**src/hw/pjc_regs.svh**
```systemverilog
// constants for the press judgement read and coil write command interpreter
`ifndef PJC_REGS_SVH
`define PJC_REGS_SVH
// ----------------------------------------
// framing characters
// ----------------------------------------
`define PJC_CHR_COLON 8'h3a
`define PJC_CHR_CR 8'h0d
`define PJC_CHR_LF 8'h0a
// ----------------------------------------
// message fields
// ----------------------------------------
`define PJC_FC_READ 8'h03
`define PJC_FC_COIL 8'h05
`define PJC_ADDR_BCAST 8'h00
`define PJC_JUDGE_ADDR 16'h9025
`define PJC_REG_COUNT 16'h0001
`define PJC_BYTE_COUNT 8'h02
`define PJC_COIL_ON 16'hff00
`define PJC_COIL_OFF 16'h0000
`define PJC_FRAME_BYTES 4'h7
`define PJC_READ_BYTES 4'h6
`define PJC_FRAME_NIBS 5'h0e
// ----------------------------------------
// judgement word fields
// ----------------------------------------
`define PJC_JUDGE_PAD 10'h000
// ----------------------------------------
// coil addresses and output bit positions
// ----------------------------------------
`define PJC_COIL_SAFE_SPEED 16'h0401
`define PJC_COIL_SERVO 16'h0403
`define PJC_COIL_FAULT_CLR 16'h0407
`define PJC_COIL_BRAKE 16'h0408
`define PJC_COIL_PAUSE 16'h040a
`define PJC_COIL_HOME 16'h040b
`define PJC_COIL_POS_GO 16'h040c
`define PJC_COIL_JOG_INCH 16'h0411
`define PJC_COIL_TEACH 16'h0414
`define PJC_COIL_CAPTURE 16'h0415
`define PJC_COIL_JOG_PLUS 16'h0416
`define PJC_COIL_JOG_MINUS 16'h0417
`define PJC_COIL_VALVE_FIRST 16'h0418
`define PJC_COIL_VALVE_LAST 16'h041f
`define PJC_COIL_CALIB 16'h0426
`define PJC_COIL_IO_LINK 16'h0427
`define PJC_COIL_DECEL 16'h042c
`define PJC_COIL_PRG_FIRST 16'h049b
`define PJC_COIL_PRG_LAST 16'h049f
`define PJC_IDX_SAFE_SPEED 5'h00
`define PJC_IDX_VALVE_BASE 5'h0c
`define PJC_IDX_CALIB 5'h14
`define PJC_IDX_PRG_BASE 5'h17
`define PJC_NUM_COILS 28
`endif

```
**src/hw/pjc_pkg.sv**
```systemverilog
// types for the press judgement read and coil write command interpreter
package pjc_pkg;
   // receive parser states
   typedef enum logic [1:0] {
      RX_IDLE = 2'b00,
      RX_DATA = 2'b01,
      RX_LF = 2'b10,
      RX_EXEC = 2'b11
   } pjc_rx_state_t;
   // transmit sequencer states
   typedef enum logic [2:0] {
      TX_IDLE = 3'b000,
      TX_BUILD = 3'b001,
      TX_COLON = 3'b010,
      TX_LOAD = 3'b011,
      TX_HI = 3'b100,
      TX_LO = 3'b101,
      TX_CR = 3'b110,
      TX_LF = 3'b111
   } pjc_tx_state_t;
endpackage

```
**src/hw/pjc_mem_if.sv**
```systemverilog
// carrier between the interpreter and its response byte memory
`timescale 1ns/1ps
interface pjc_mem_if #(parameter int AW = 3, parameter int DW = 8);
   logic wr_en; // write strobe
   logic [AW-1:0] wr_addr; // write slot
   logic [DW-1:0] wr_data; // write byte
   logic [AW-1:0] rd_addr; // read slot
   logic [DW-1:0] rd_data; // registered read byte
   modport user (output wr_en, output wr_addr, output wr_data, output rd_addr, input rd_data);
   modport mem (input wr_en, input wr_addr, input wr_data, input rd_addr, output rd_data);
endinterface

```
**src/hw/pjc_resp_mem.sv**
```systemverilog
// small response byte memory with registered read port
`timescale 1ns/1ps
module pjc_resp_mem #(
   parameter int AW = 3,
   parameter int DW = 8
) (
   // clock
   input wire logic clk,
   // access port
   pjc_mem_if.mem m
);
   // ----------------------------------------
   // storage
   // ----------------------------------------
   logic [DW-1:0] mem_q [2**AW]; // byte slots
   logic [DW-1:0] rd_q; // read register

   // write and registered read
   always_ff @(posedge clk) begin
      if (m.wr_en) begin
         mem_q[m.wr_addr] <= m.wr_data;
      end
      rd_q <= mem_q[m.rd_addr];
   end

   assign m.rd_data = rd_q;
endmodule

```
**src/hw/pjc_core.sv**
```systemverilog
// ascii framed judgement status read and single coil write slave
`timescale 1ns/1ps
`include "pjc_regs.svh"
module pjc_core #(
   parameter int SPD_W = 16
) (
   // clock and reset
   input wire logic clk,
   input wire logic srst,
   // station address, 01 to 10 hex
   input wire logic [7:0] slave_addr,
   // received characters
   input wire logic [7:0] rx_byte,
   input wire logic rx_valid,
   // transmitted characters
   output logic [7:0] tx_byte,
   output logic tx_valid,
   input wire logic tx_ready,
   // judgement flags
   input wire logic overall_judge_pass,
   input wire logic overall_judge_fail,
   input wire logic position_judge_pass,
   input wire logic position_judge_fail,
   input wire logic load_judge_pass,
   input wire logic load_judge_fail,
   // coil outputs
   output logic [`PJC_NUM_COILS-1:0] coil_out,
   // speed limiting
   input wire logic manual_operation_mode,
   input wire logic [SPD_W-1:0] safety_speed_cfg,
   input wire logic [SPD_W-1:0] move_speed_req,
   output logic [SPD_W-1:0] move_speed_out
);
   // ----------------------------------------
   // helpers
   // ----------------------------------------
   // ascii hex character to nibble, bit 4 flags a valid digit
   function automatic logic [4:0] hex_val(input logic [7:0] c);
      if (c >= 8'h30 && c <= 8'h39) return {1'b1, c[3:0]};
      else if ((c >= 8'h41 && c <= 8'h46) || (c >= 8'h61 && c <= 8'h66)) return {1'b1, c[3:0] + 4'h9};
      else return 5'h00;
   endfunction
   // nibble to upper case ascii hex
   function automatic logic [7:0] hex_chr(input logic [3:0] n);
      return (n < 4'ha) ? {4'h3, n} : {4'h4, n - 4'h9};
   endfunction
   // coil address to output bit, bit 5 flags a known coil
   function automatic logic [5:0] coil_idx(input logic [15:0] a);
      logic [15:0] v;
      v = a - `PJC_COIL_VALVE_FIRST;
      case (a)
         `PJC_COIL_SAFE_SPEED: return 6'h20;
         `PJC_COIL_SERVO: return 6'h21;
         `PJC_COIL_FAULT_CLR: return 6'h22;
         `PJC_COIL_BRAKE: return 6'h23;
         `PJC_COIL_PAUSE: return 6'h24;
         `PJC_COIL_HOME: return 6'h25;
         `PJC_COIL_POS_GO: return 6'h26;
         `PJC_COIL_JOG_INCH: return 6'h27;
         `PJC_COIL_TEACH: return 6'h28;
         `PJC_COIL_CAPTURE: return 6'h29;
         `PJC_COIL_JOG_PLUS: return 6'h2a;
         `PJC_COIL_JOG_MINUS: return 6'h2b;
         `PJC_COIL_CALIB: return {1'b1, `PJC_IDX_CALIB};
         `PJC_COIL_IO_LINK: return 6'h35;
         `PJC_COIL_DECEL: return 6'h36;
         default: begin
            if (a >= `PJC_COIL_VALVE_FIRST && a <= `PJC_COIL_VALVE_LAST) begin
               return {1'b1, `PJC_IDX_VALVE_BASE + v[4:0]};
            end else if (a >= `PJC_COIL_PRG_FIRST && a <= `PJC_COIL_PRG_LAST) begin
               v = a - `PJC_COIL_PRG_FIRST;
               return {1'b1, `PJC_IDX_PRG_BASE + v[4:0]};
            end else begin
               return 6'h00;
            end
         end
      endcase
   endfunction

   // ----------------------------------------
   // receive parser state
   // ----------------------------------------
   pjc_pkg::pjc_rx_state_t rx_st_q, rx_st_d; // parser state
   logic [7:0] frame_q [8]; // received binary bytes
   logic [7:0] frame_d [8];
   logic [4:0] nib_q, nib_d; // nibble count, saturating
   logic [`PJC_NUM_COILS-1:0] coil_q, coil_d; // coil states
   logic start_d; // launch a reply
   logic echo_d; // reply is an echo
   logic [7:0] lrc_sum; // byte sum of received frame
   logic [4:0] hv; // decoded character
   logic [5:0] cidx; // decoded coil
   logic [15:0] f_start; // start or coil address field
   logic [15:0] f_data; // count or written data field
   logic tx_idle; // transmitter free

   assign hv = hex_val(rx_byte);
   assign f_start = {frame_q[2], frame_q[3]};
   assign f_data = {frame_q[4], frame_q[5]};
   assign cidx = coil_idx(f_start);

   // sum of the seven frame bytes, zero when the check byte fits
   always_comb begin
      lrc_sum = 8'h00;
      for (int i = 0; i < 7; i++) begin
         lrc_sum = lrc_sum + frame_q[i];
      end
   end

   // parser next state and command execution
   always_comb begin
      rx_st_d = rx_st_q;
      frame_d = frame_q;
      nib_d = nib_q;
      coil_d = coil_q;
      start_d = 1'b0;
      echo_d = 1'b0;
      case (rx_st_q)
         pjc_pkg::RX_IDLE: begin
            nib_d = 5'h00;
         end
         pjc_pkg::RX_DATA: begin
            if (rx_valid && rx_byte == `PJC_CHR_CR) begin
               rx_st_d = pjc_pkg::RX_LF;
            end else if (rx_valid && hv[4]) begin
               // collect nibbles, overflow marks the frame bad
               if (nib_q < 5'h10) begin
                  if (nib_q[0]) frame_d[nib_q[3:1]][3:0] = hv[3:0];
                  else frame_d[nib_q[3:1]][7:4] = hv[3:0];
                  nib_d = nib_q + 5'h01;
               end
            end else if (rx_valid) begin
               rx_st_d = pjc_pkg::RX_IDLE; // junk character drops frame
            end
         end
         pjc_pkg::RX_LF: begin
            if (rx_valid) begin
               rx_st_d = (rx_byte == `PJC_CHR_LF) ? pjc_pkg::RX_EXEC : pjc_pkg::RX_IDLE;
            end
         end
         pjc_pkg::RX_EXEC: begin
            rx_st_d = pjc_pkg::RX_IDLE;
            if (nib_q == `PJC_FRAME_NIBS && lrc_sum == 8'h00) begin
               if (frame_q[1] == `PJC_FC_READ && frame_q[0] == slave_addr &&
                   f_start == `PJC_JUDGE_ADDR && f_data == `PJC_REG_COUNT) begin
                  start_d = tx_idle;
               end else if (frame_q[1] == `PJC_FC_COIL && cidx[5] &&
                            (frame_q[0] == slave_addr || frame_q[0] == `PJC_ADDR_BCAST) &&
                            (f_data == `PJC_COIL_ON || f_data == `PJC_COIL_OFF)) begin
                  coil_d[cidx[4:0]] = (f_data == `PJC_COIL_ON);
                  start_d = tx_idle && frame_q[0] != `PJC_ADDR_BCAST;
                  echo_d = 1'b1;
               end
            end
         end
         default: rx_st_d = pjc_pkg::RX_IDLE;
      endcase
      // a header restarts the frame in every state but RX_EXEC
      if (rx_valid && rx_byte == `PJC_CHR_COLON && rx_st_q != pjc_pkg::RX_EXEC) begin
         rx_st_d = pjc_pkg::RX_DATA;
         nib_d = 5'h00;
      end
   end

   // parser registers
   always_ff @(posedge clk) begin
      if (srst) begin
         rx_st_q <= pjc_pkg::RX_IDLE;
         nib_q <= 5'h00;
         coil_q <= '0;
         for (int i = 0; i < 8; i++) frame_q[i] <= 8'h00;
      end else begin
         rx_st_q <= rx_st_d;
         nib_q <= nib_d;
         coil_q <= coil_d;
         frame_q <= frame_d;
      end
   end

   assign coil_out = coil_q;

   // ----------------------------------------
   // response memory
   // ----------------------------------------
   pjc_mem_if #(.AW(3), .DW(8)) mif ();
   pjc_resp_mem #(.AW(3), .DW(8)) u_mem (
      .clk(clk),
      .m(mif.mem)
   );

   // ----------------------------------------
   // transmit sequencer state
   // ----------------------------------------
   pjc_pkg::pjc_tx_state_t tx_st_q, tx_st_d; // sequencer state
   logic echo_q, echo_d2; // reply is an echo
   logic [15:0] judge_q, judge_d; // judgement snapshot
   logic [2:0] idx_q, idx_d; // byte slot
   logic [7:0] sum_q, sum_d; // running reply sum
   logic [7:0] txb_q, txb_d; // outgoing character
   logic txv_q, txv_d; // character valid
   logic [3:0] nbytes; // reply length in bytes
   logic [7:0] src; // byte being built

   assign tx_idle = (tx_st_q == pjc_pkg::TX_IDLE);
   assign nbytes = echo_q ? `PJC_FRAME_BYTES : `PJC_READ_BYTES;

   // reply byte source for the build pass
   always_comb begin
      case (idx_q)
         3'h0: src = echo_q ? frame_q[0] : slave_addr;
         3'h1: src = echo_q ? frame_q[1] : `PJC_FC_READ;
         3'h2: src = echo_q ? frame_q[2] : `PJC_BYTE_COUNT;
         3'h3: src = echo_q ? frame_q[3] : judge_q[15:8];
         3'h4: src = echo_q ? frame_q[4] : judge_q[7:0];
         default: src = frame_q[idx_q];
      endcase
   end

   // sequencer next state
   always_comb begin
      tx_st_d = tx_st_q;
      echo_d2 = echo_q;
      judge_d = judge_q;
      idx_d = idx_q;
      sum_d = sum_q;
      txb_d = txb_q;
      txv_d = txv_q && !tx_ready;
      mif.wr_en = 1'b0;
      mif.wr_addr = idx_q;
      mif.wr_data = src;
      mif.rd_addr = idx_q;
      case (tx_st_q)
         pjc_pkg::TX_IDLE: begin
            if (start_d) begin
               tx_st_d = pjc_pkg::TX_BUILD;
               echo_d2 = echo_d;
               judge_d = {`PJC_JUDGE_PAD, load_judge_fail, load_judge_pass, position_judge_fail,
                          position_judge_pass, overall_judge_fail, overall_judge_pass};
               idx_d = 3'h0;
               sum_d = 8'h00;
            end
         end
         pjc_pkg::TX_BUILD: begin
            // last slot carries the negated sum
            mif.wr_en = 1'b1;
            if ({1'b0, idx_q} == nbytes - 4'h1) begin
               mif.wr_data = 8'h00 - sum_q;
               tx_st_d = pjc_pkg::TX_COLON;
               idx_d = 3'h0;
            end else begin
               sum_d = sum_q + src;
               idx_d = idx_q + 3'h1;
            end
         end
         pjc_pkg::TX_COLON: begin
            if (!txv_q) begin
               txb_d = `PJC_CHR_COLON;
               txv_d = 1'b1;
               tx_st_d = pjc_pkg::TX_LOAD;
            end
         end
         pjc_pkg::TX_LOAD: begin
            tx_st_d = pjc_pkg::TX_HI; // read data arrives next cycle
         end
         pjc_pkg::TX_HI: begin
            if (!txv_d) begin
               txb_d = hex_chr(mif.rd_data[7:4]);
               txv_d = 1'b1;
               tx_st_d = pjc_pkg::TX_LO;
            end
         end
         pjc_pkg::TX_LO: begin
            if (!txv_d) begin
               txb_d = hex_chr(mif.rd_data[3:0]);
               txv_d = 1'b1;
               idx_d = idx_q + 3'h1;
               tx_st_d = ({1'b0, idx_q} == nbytes - 4'h1) ? pjc_pkg::TX_CR : pjc_pkg::TX_LOAD;
            end
         end
         pjc_pkg::TX_CR: begin
            if (!txv_d) begin
               txb_d = `PJC_CHR_CR;
               txv_d = 1'b1;
               tx_st_d = pjc_pkg::TX_LF;
            end
         end
         pjc_pkg::TX_LF: begin
            if (!txv_d) begin
               txb_d = `PJC_CHR_LF;
               txv_d = 1'b1;
               tx_st_d = pjc_pkg::TX_IDLE;
            end
         end
         default: tx_st_d = pjc_pkg::TX_IDLE;
      endcase
   end

   // sequencer registers
   always_ff @(posedge clk) begin
      if (srst) begin
         tx_st_q <= pjc_pkg::TX_IDLE;
         echo_q <= 1'b0;
         judge_q <= 16'h0000;
         idx_q <= 3'h0;
         sum_q <= 8'h00;
         txb_q <= 8'h00;
         txv_q <= 1'b0;
      end else begin
         tx_st_q <= tx_st_d;
         echo_q <= echo_d2;
         judge_q <= judge_d;
         idx_q <= idx_d;
         sum_q <= sum_d;
         txb_q <= txb_d;
         txv_q <= txv_d;
      end
   end

   assign tx_byte = txb_q;
   assign tx_valid = txv_q;

   // ----------------------------------------
   // safety speed limiting
   // ----------------------------------------
   logic [SPD_W-1:0] spd_q, spd_d; // limited speed

   // cap requested speed while safety speed and manual mode
   always_comb begin
      spd_d = move_speed_req;
      if (coil_q[`PJC_IDX_SAFE_SPEED] && manual_operation_mode && move_speed_req > safety_speed_cfg) begin
         spd_d = safety_speed_cfg;
      end
   end

   // speed register
   always_ff @(posedge clk) begin
      if (srst) spd_q <= '0;
      else spd_q <= spd_d;
   end

   assign move_speed_out = spd_q;
endmodule

```
**config.mk**
```make
export PLATFORM = sky130hd
export DESIGN_NAME = pjc_core
export DESIGN_NICKNAME = d
export VERILOG_FILES = /design/src/hw/pjc_pkg.sv /design/src/hw/pjc_mem_if.sv /design/src/hw/pjc_resp_mem.sv /design/src/hw/pjc_core.sv
export VERILOG_INCLUDE_DIRS = /design/src /design/src/hw
export SDC_FILE = /design/constraint.sdc
export NUM_CORES = 1
export LEC_CHECK = 0
export BUFFER_PORTS_ARGS = -buffer_cell sky130_fd_sc_hd__buf_2
export CORE_ASPECT_RATIO = 1.5
export CORE_UTILIZATION = 50
export DETAILED_ROUTE_END_ITERATION = 6
export PLACE_DENSITY = 0.69
export SLEW_MARGIN = 15
export SYNTH_ARGS = -nofsm -noshare
export SYNTH_HDL_FRONTEND = slang
export SYNTH_HIERARCHICAL = 1
export SYNTH_SLANG_ARGS = --single-unit
```
**constraint.sdc**
```tcl
create_clock -name clk -period 6 [get_ports clk]
set_input_delay 1.8 -clock clk [delete_from_list [all_inputs] [get_ports clk]]
set_output_delay 1.8 -clock clk [all_outputs]
set_load 0.01 [all_outputs]
```
# Yosys cells after proc, flatten, opt, wreduce, memory -nomap -nowiden
# Memories as Yosys holds them, arrays and structs flattened. A register that Yosys moved wholly into a read port is not among the register bits.
# Index checks and enable logic that the tools add are counted.
totals:
  ff_bits: 145
  ram_bits: 64
  inputBits: 59
  output_inout_bits: 53
  word_cells: 247
  n_memories: 1
classes:
  addsub: 18
  order_cmp: 19
  eq_ne: 58
  mux: 76
  n_bitwise: 4
  n_reduce_logical: 51
memory_table:
  columns: ["memory", "depth", "word_bits", "rd", "rd_ports_with_merged_regs", "write_ports", "line_no", "rtl"]
  rows:
  - ["u_mem.mem_q", 8, 8, 1, 1, 1, "pjc_resp_mem.sv:15", "logic [DW-1:0] mem_q [2**AW];"]
op_table:
  columns: ["operator", "count"]
  rows:
  - ["$eq A16 B11 Y1 const B", 15]
  - ["$mux W8", 17]
  - ["$bwmux W64", 2]
  - ["$pmux W6 S15", 1]
  - ["$pmux W8 S5", 2]
  - ["$mux W64", 1]
  - ["$add A8 B8 Y8", 7]
  - ["$demux W8 S3", 2]
  - ["$mux W3", 11]
  - ["$eq A16 B16 Y1 const B", 2]
  - ["$ge A16 B11 Y1 const B", 2]
  - ["$le A16 B11 Y1 const B", 2]
  - ["$bwmux W28", 1]
  - ["$ne A2 B2 Y1 const B", 13]
  - ["$mux W5", 5]
  - ["$bmux W8 S3", 1]
  - ["$pmux W3 S8", 1]
  - ["$logic_and A1 B1 Y1", 22]
  - ["$reduce_and A4 Y1", 5]
  - ["$eq A16 B1 Y1 const B", 1]
  - ["$eq A8 B4 Y1 const B", 2]
  - ["$ge A8 B7 Y1 const B", 2]
  - ["$gt A16 B16 Y1", 1]
  - ["$le A8 B7 Y1 const B", 2]
  - ["61 further kinds", 106]

# Depth between registers and ports, before layout
# Gate-level depths: netlist (run 1).
depth:
  depth_word: 14
  depth_mapped: 22
  mapped_depth_nobuf: 19

# By module
# Netlist (run 1), hierarchy kept.
by_module_without_submodules:
  columns: ["module", "instances", "cells_each", "area_per_inst_um2", "seq_area_each_um2"]
  rows:
  - ["pjc_core", 1, 1135, 10167.3, 2862.7]
  - ["pjc_resp_mem", 1, 114, 2691.3, 2082.0]

# Least setup slack after synthesis (run 1)
# No wires, ideal clock.
synth_path:
  kind: "flip-flop to flip-flop"
  startpoint: "register frame_q, in the netlist f_start[2]"
  endpoint: "register idx_q[0]"
  setup_time_ps: 76
  arrival_time_ps: 4556
  required_ps: 5924
  setup_slack_ps: 1368
  path_stages_with_launch: 16
  path_buffers: 0
  period_less_slack_ps: 4632
  path_cell_list: "dfxtp_1 > fa_1 > inv_1 > fa_1 > fa_1 > inv_1 > fa_1 > inv_1 > fa_1 > xor2_1 > nand4_1 > a211o_1 > nor3_2 > o211ai_2 > a2111o_1 > o22ai_1"
synth_between:
  elab_chain_cells: 14
synth_rtl:
  columns: ["item", "line_no", "rtl"]
  rows:
  - ["from (decl)", "pjc_core.sv:84", "logic [7:0] frame_q [8];"]
  - ["from (signal assigned)", "pjc_core.sv:176", "frame_q <= frame_d;"]
  - ["branches (longest 10 deep; another with $add A8 B8 Y8)", null, null]
  - ["$mux W1 (*)", "pjc_core.sv:143", "if (nib_q == `PJC_FRAME_NIBS && lrc_sum == 8'h00) begin"]
  - ["$mux W1 (*)", "pjc_core.sv:118", "case (rx_st_q)"]
  - ["$ne A2 B2 Y1 (no line) (*)", null, null]
  - ["$reduce_and A3 Y1 (no line) (*)", null, null]
  - ["to (signal assigned)", "pjc_core.sv:312", "idx_q <= idx_d;"]
  - ["to (decl)", "pjc_core.sv:197", "logic [2:0] idx_q, idx_d;"]
# Every way passes the cells marked *.
# A chain may end at the register's enable or synchronous reset.

# Final worst setup path (run 1)
layout_path:
  startpoint: "register frame_q, in the netlist f_start[2]"
  endpoint: "register coil_q[12] (netlist: coil_out[12])"
layout_between:
  elab_chain_cells: 10
layout_rtl:
  columns: ["item", "line_no", "rtl"]
  rows:
  - ["branches (longest 10 deep; another with $add A8 B8 Y8)", null, null]
  - ["to (signal assigned)", "pjc_core.sv:175", "coil_q <= coil_d;"]
  - ["to (decl)", "pjc_core.sv:87", "logic [`PJC_NUM_COILS-1:0] coil_q, coil_d;"]
# Parallel ways; which one is timed is not known.

==> qor.yml, run 1 <==
sta:
  period_minus_slack_ps: 5320
  max_freq_mhz: 188
  fin_tns_setup_ps: 0
  setup_viol: 0
  finalHoldViolCount: 0
  rsz0062_at_grt: "false"
  worst_slew_pin_slew_ps: 1020
  skew_ps: 15.5
  period_share_pct: 88.7
  slew_violations: 0
  slew_headroom_pct: 31.0
  setup_ws_ps: 680
  whs_ps: 471
worst_setup_path:
  path_cells: "fa_1, inv_1, fa_1, fa_1, inv_1, fa_1, inv_1, fa_1, xor2_1, nand4_1, a211o_1, nor3_2, and2_1, nand4_1, mux2i_1"
  r2r_cells: 15
  end_kind: "flop"
  startpoint_type: "flop"
  crit_path_frequent_cell: "fa_1"
  cp_max_fo: 21
  criticalPathCategory: "reg2reg"
  worstPathArrival_ps: 5690
  cpMaxStageDelayCell: "and2_1"
  crit_required_ps: 6370
  critPathMaxStageDelay_ps: 690
route:
  drt-initial-drc-count: 834
  postRouteAntennaNets: 0
  wl_per_cell_um: 19.9
  drc_errors: 0
  vias: 9881
  wl_mm: 33.2
  drt-vias-per-instance: 5.90
  firstDrtPassIters: 6
cts:
  cts_made_buffers: 23
  cts_setup_buffers: 0
  clk-insertion-delay-late_ps: 520
  clockRootBuffer: "clkbuf_16"
  clk_path_buf_depth: 3
  htreeDepth: 1
  cts_resized: 0
  cts_sinks: 215
  clk_pin_slew_ps: 70
  ctsHoldBuffers: 0
  cts_tree: "done"
place:
  dp.cells: 1633
  dpl_cell_area_mm2: 0.0136
  io_buffer_count: 110
  post-place-ws_ps: 716
  dp_hpwl_mm: 23.9
  place_congestion: 0.953
yosys:
  yosysSeqAreaShare_pct: 38.5
  synth_edf_count: 64
  synth-seq-cells: 215
  syn_nets: 1396
  syn_area_per_cell_um2: 10.3
  syn_inst: 1249
  synth_flop_cell: "dfxtp_1"
  yosysWarnings: 6
  async_flop_share_pct: 0
  ys_types: 90
  synth_area_mm2: 0.0129
grt:
  grt.busiest_layer: "met2"
  grt_pass1_wl_mm: 52.0
  grt_remaining_overflow: 0
  use_met2_pct: 46.3
  antenna_found_initial: 0
  gr-usage-met3_pct: 2.88
  grt_max_degree: 86
  grtUsageMet1_pct: 28.8
  track_usage_pct: 25.2
  grt_pass1_vias: 9802
hold_path:
  whs_path_depth: 2
  hold_class: "reg2reg"
floorplanning:
  rows: 71
  dieArea_mm2: 0.0264
  die_w_um: 133
  io_pins: 112
  start_util_pct: 51.1
  fp.coreArea_mm2: 0.0251
  die_height_um: 198
finish:
  syn_to_final_growth_pct: 12.7
  final_util_pct: 57.7
  stdcell_area_mm2: 0.0145
  drive_gt1_share_pct: 16.9
  nNetsFinal: 1477
  final_cells: 1674
  antennaDiodeCount: 0
power_and_ir_drop:
  leakagePower_nw: 6.39
  total_power_mw: 3.35
  ir_drop_mv: 0.204
  p_per_area_mw_per_mm2: 231
outcome:
  status: "complete, no violations"
flow_run:
  timing.max_cap.violations: 0
final timing paths:
path / startpoint / end / slack (ps)
min: coil_out[11] / coil_out[11] / 470
max reg2reg: f_start[2] / coil_out[12] / 680
min reg2reg: coil_out[11] / coil_out[11] / 470
max: f_start[2] / coil_out[12] / 680
state kept, by name, summed over array words and instances, names as in the netlist:
name,flops
u_mem/mem_q,64
frame_q,32
coil_out,28
f_data,16
f_start,16
move_speed_out,16
sum_q,8
u_mem/m.rd_data,8
judge_q,6
tx_byte,6
nib_q,5
idx_q,3
tx_st_q,3
rx_st_q,2
echo_q,1
tx_valid,1
cell type report:
cell class	count	area [µm²]
fillers	2137	10600
multi-input cells	879	7270
flip-flops and latches	215	4950
repair buffers	128	692
clock buffers	26	607
well taps	328	410
inverters	83	312
clock inverters	15	258
cells in the mapped netlist (15+ instances only):
library cell | instances | area [µm²]
nand2b_1 | 41 | 257
a31oi_1 | 19 | 119
clkbuf_1 | 47 | 176
ha_1 | 55 | 688
nand3_1 | 16 | 80.1
nor2_1 | 147 | 552
mux2_2 | 15 | 169
edfxtp_1 | 64 | 1920
nand2_1 | 68 | 255
nor3_1 | 21 | 105
xor2_1 | 15 | 131
o21ai_0 | 37 | 185
fa_1 | 33 | 661
a21oi_1 | 35 | 175
mux4_1 | 15 | 394
mux2i_1 | 116 | 1160
mux4_2 | 18 | 405
inv_1 | 83 | 312
xnor2_1 | 21 | 184
nand4_1 | 32 | 200
dfxtp_1 | 151 | 3020
where the power goes:
part / total [mW] / leakage (nW) / switching [mW] / internal (mW)
logic: 0.194 / 4.17 / 0.117 / 0.0772
registers: 1.51 / 1.80 / 0.00747 / 1.51
clock network: 1.64 / 0.420 / 0.611 / 1.03
total: 3.35 / 6.39 / 0.735 / 2.61
cells by family (layout without fill, tap and decap cells):
| kind of cell | count (synthesis) | in the layout | share of synthesized area [%] |
|---|---|---|---|
| xor+xnor | 37 | 37 | 2.63 |
| mux | 164 | 164 | 16.6 |
| other cells | 1 | 1 | 0.0292 |
| fa+ha+maj | 88 | 88 | 10.5 |
| simple gates | 415 | 415 | 17.5 |
| compound gates | 174 | 174 | 9.32 |
| flops | 215 | 215 | 38.5 |
| buf+inv | 155 | 252 | 5.01 |
critical path, delay by kind of cell (launching register included):
kind | cells | cell delay (ps)
and+or+nand+nor | 4 | 1380
xor gates and xnor gates | 1 | 160
AOI/OAI and AO/OA | 1 | 300
muxes | 1 | 170
buffers and inverters | 3 | 200
adders and majority gates | 5 | 2420
DFF | 1 | 530
cells in the final DEF (no fill, tap or decap), types with 5 or more instances in the layout:
| cell type | count |
|---|---|
| nor2b_1 | 14 |
| mux4_2 | 18 |
| o21ai_0 | 37 |
| mux2i_1 | 116 |
| nor4b_1 | 9 |
| dfxtp_1 | 150 |
| nand4b_1 | 8 |
| fa_1 | 33 |
| nor2_1 | 147 |
| bufinv_16 | 7 |
| a31oi_1 | 19 |
| mux2_2 | 15 |
| mux4_1 | 15 |
| nand4_1 | 32 |
| nor3_1 | 21 |
| and2_1 | 5 |
| edfxtp_1 | 64 |
| o21bai_1 | 5 |
| nand2b_1 | 41 |
| a211oi_1 | 8 |
| xor2_1 | 15 |
| buf_4 | 18 |
| a22oi_1 | 7 |
| nor3b_1 | 6 |
| nor4_1 | 12 |
| ha_1 | 55 |
| buf_2 | 109 |
| nand2_1 | 68 |
| nand3_1 | 16 |
| a21oi_1 | 35 |
| inv_1 | 83 |
| clkbuf_16 | 23 |
| a21o_1 | 10 |
| xnor2_1 | 21 |
metal layers:
layer  wire length [µm]  vias up  share of wire [%]
li1                   -     4661                  -
met1              12600     4779                 38
met2              17400      355                 52
met3               1630       86                4.9
met4               1610        0                4.8
met5                  0        -                  0
Power figures use the tool's default switching activity.
==> run 2, diff against run 1 <==
--- a/config.mk
+++ b/config.mk
@@ -14,5 +14,4 @@
 export SLEW_MARGIN = 15
 export SYNTH_ARGS = -nofsm -noshare
 export SYNTH_HDL_FRONTEND = slang
-export SYNTH_HIERARCHICAL = 1
 export SYNTH_SLANG_ARGS = --single-unit
==> run 2 against run 1 <==
Fmax decreased by 1.6%. Largest power group is now sequential cells. Via count rose by 5.2%. First-iteration DRC count fell by 13%. Synthesized area down 4.2%. Critical endpoint is now coil_out[0]. Worst setup slack lost 88 ps. Global-route usage is 3.3 points higher. Cell count increased by 3.9%. Register-to-register slack got worse by 90 ps. Design area decreased by 3.5%. Highest routed layer unchanged. Clock power decreased by 20%. Total power fell by 12%. Clock skew increased by 13 ps.
==> qor.yml, run 2 <==
worst_setup_path:
  critPathMaxStageDelay_ps: 570  # -120 ps
  cpMaxStageDelayCell: "fa_1"
  criticalPathCategory: "reg2reg"
  r2r_setup_slack_ps: 590  # -90 ps
  worstPathArrival_ps: 5740  # +50 ps
  cp-startpoint: "f_start[2]"
  r2r_end: "coil_out[0]"
  crit_required_ps: 6330  # -40 ps
  worstReg2RegStart: "f_start[2]"
  startpoint_type: "flop"
  cp_max_fo: 8  # -62%
  path_cells: "fa_1, inv_1, fa_1, fa_1, inv_1, fa_1, inv_1, fa_1, nand2_1, nor4_1, o21ai_0, a211oi_1, nand4_2, and4bb_1, nand2_1, mux2i_1"
  end_kind: "flop"
  crit_path_frequent_cell: "fa_1"
  r2r_cells: 16  # +1
floorplanning:
  dieArea_mm2: 0.0253  # -4.1%
  fp.coreArea_mm2: 0.0243  # -3.5%
  die_height_um: 194  # -2.1%
  die_w_um: 130  # -2.1%
  start_util_pct: 50.8  # -0.35 points
  io_pins: 112  # unchanged
  rows: 70  # -1.4%
yosys:
  async_flop_share_pct: 0  # unchanged
  synth_xor_area_share_pct: 2.81  # +0.18 points
  yosysWarnings: 0  # -6
  syn_nets: 1441  # +3.2%
  synth_edf_count: 64  # unchanged
  muxShareOfSynthArea_pct: 9.12  # -7.4 points
  synthTopCellsByCount: "151 x dfxtp_1, 134 x nor2_1, 101 x mux2i_1"
  syn_inst: 1294  # +3.6%
  synth_compound_area_share_pct: 14.4  # +5.0 points
  synth_area_mm2: 0.0123  # -4.2%
  yosysSeqAreaShare_pct: 40.1  # +1.7 points
  synth_flop_cell: "dfxtp_1"
  synth_top_cell_area_share_pct: 24.5  # +1.0 points
  synth-seq-cells: 215  # unchanged
  ys_top_cells_by_area: "dfxtp_1 25%, edfxtp_1 16%, mux2i_1 8.2%, ha_1 5.6%, fa_1 5.4%"
  synthAdderAreaFrac_pct: 10.9  # +0.45 points
  synth_most_common_cell: "dfxtp_1"
  synth_top_family_by_area: "simple AND/OR/NAND/NOR gates"
  ys_types: 82  # -8.9%
  syn_area_per_cell_um2: 9.52  # -7.5%
  yosysTopAreaCell: "dfxtp_1"
  synth-simple-area-share_pct: 17.9  # +0.43 points
sta:
  period_share_pct: 90.1  # +1.5 points
  rsz0062_at_grt: "false"
  slew_violations: 0  # unchanged
  period_minus_slack_ps: 5410  # +88.1 ps
  slew_headroom_pct: 23.8  # -7.2 points
  max_freq_mhz: 185  # -1.6%
  finalHoldViolCount: 0  # unchanged
  setup_viol: 0  # unchanged
  fin_tns_setup_ps: 0  # unchanged
  worst_slew_pin_slew_ps: 1140  # +116 ps
  skew_ps: 28.9  # +13.5 ps
cts:
  clk_path_buf_depth: 3  # unchanged
  clk_pin_slew_ps: 60  # about the same
  cts_sinks: 215  # unchanged
  cts_resized: 0  # unchanged
  ctsHoldBuffers: 0  # unchanged
  htreeDepth: 1  # unchanged
  clockRootBuffer: "clkbuf_16"
  cts_setup_buffers: 0  # unchanged
  clk-insertion-delay-late_ps: 520  # about the same
  cts_made_buffers: 23  # unchanged
  cts_tree: "done"
flow_run:
  timing.max_cap.violations: 0  # unchanged
route:
  drc_errors: 0  # unchanged
  drt-vias-per-instance: 5.98  # +1.3%
  vias: 10400  # +5.2%
  drt-initial-drc-count: 724  # -13%
  postRouteAntennaNets: 0  # unchanged
  firstDrtPassIters: 5  # -1
  wl_mm: 35.8  # +7.8%
  wl_per_cell_um: 20.6  # +3.7%
finish:
  drive_gt1_share_pct: 14.5  # -2.5 points
  fillers: 2216  # +3.7%
  layout_common_cells: "151 x dfxtp_1, 134 x nor2_1, 109 x buf_2, 101 x mux2i_1, 99 x nand2_1"
  final_util_pct: 57.6  # about the same
  top_register: "u_mem.mem_q"
  layout_commonest_cell: "dfxtp_1"
  largest_reg_flops: 64  # unchanged
  nNetsFinal: 1541  # +4.3%
  syn_to_final_growth_pct: 13.5
outcome:
  status: "complete, no violations"
grt:
  grt_max_degree: 77  # -10%
  grt_remaining_overflow: 0  # unchanged
  grt_pass1_wl_mm: 55.4  # +6.6%
  grt_pass1_vias: 10200  # +4.6%
  track_usage_pct: 28.5  # +3.3 points
  antenna_found_initial: 6  # +6
place:
  io_buffer_count: 110  # unchanged
  place_congestion: 0.989  # +3.7%
  dp_hpwl_mm: 26.0  # +9.2%
power_and_ir_drop:
  p_per_area_mw_per_mm2: 211  # -8.6%
  leakagePower_nw: 5.98  # -6.5%
  total_power_mw: 2.95  # -12%
  ir_drop_mv: 0.237  # +16%
hold_path:
  min_from: "tx_byte[6]"
  hold_class: "reg2reg"
  whs_path_depth: 2  # unchanged
  whs_endpoint: "tx_byte[6]"
## run 2: changes by cell type after synthesis, sizes merged, moves of 7 or more
cell | previous run | this run
a22oi | 8 | 60
buf | 21 | 5
mux2 | 15 | 8
mux4 | 33 | 1
nand4 | 34 | 21
a21oi | 36 | 46
nand4b | 12 | 3
mux2i | 116 | 101
nand3 | 17 | 40
nand2 | 68 | 99
nor2 | 148 | 134
clkbuf | 51 | 59
## run 2: worst max-delay path by stage
stage,slack [ps],depth (start not counted),to
global placement,700,16,coil_out[0]
global route,340,16,coil_out[27]
finish,590,16,coil_out[0]
CTS,630,16,coil_out[27]
floorplan,1040,17,sum_q[7]
detailed placement,650,16,coil_out[0]
## run 2: cell type report
cell class              instances  area, µm²  area share, %
diodes                          6       15.0          0.107
clock buffers                  30        612           4.38
clock inverters                11       67.6          0.483
inverters                      87        327           2.34
multi-input cells             928       6840           48.9
flip-flops and latches        215       4940           35.4
well taps                     324        405           2.90
repair buffers                139        771           5.51
## run 2: worst max-delay path: cells and delay by family (launching register included)
kind	cells	cell delay, ps
flops	1	410
simple gates	5	1230
buf+inv	3	170
fa+ha+maj	5	2640
compound gates	2	620
mux	1	170
## run 2: power by group
part	internal (mW)	switching (mW)
clock network	0.723	0.588
registers	1.50	0.00203
logic	0.0531	0.0827
## run 2: routing by layer
metal | wire, µm | vias up | global-route usage [%]
li1 | - | 4852 | -
met1 | 13100 | 5003 | 31.6
met2 | 18500 | 416 | 50.4
met3 | 1870 | 128 | 3.45
met4 | 2350 | 0 | 18.3
met5 | 0 | - | 0
## run 2: metrics by stage
stage               std cells  worst slack (ps)  instance area (µm²)  hold slack [ps]
global placement         1693               701                13300              443
finish                   1740               592                14000              472
detailed placement       1693               645                13300              458
global route             1740               343                14000              491
CTS                      1734               627                14000              467
floorplan                1294              1040                12300              444
## run 2: logic make-up (layout without fill, tap and decap cells)
group | count (synthesis) | in the layout
other | 1 | 7
muxes | 110 | 110
and+or+nand+nor | 435 | 435
adders and majority gates | 88 | 88
AOI/OAI and AO/OA | 256 | 256
buffers and inverters | 151 | 267
DFF | 215 | 215
xor gates and xnor gates | 38 | 38
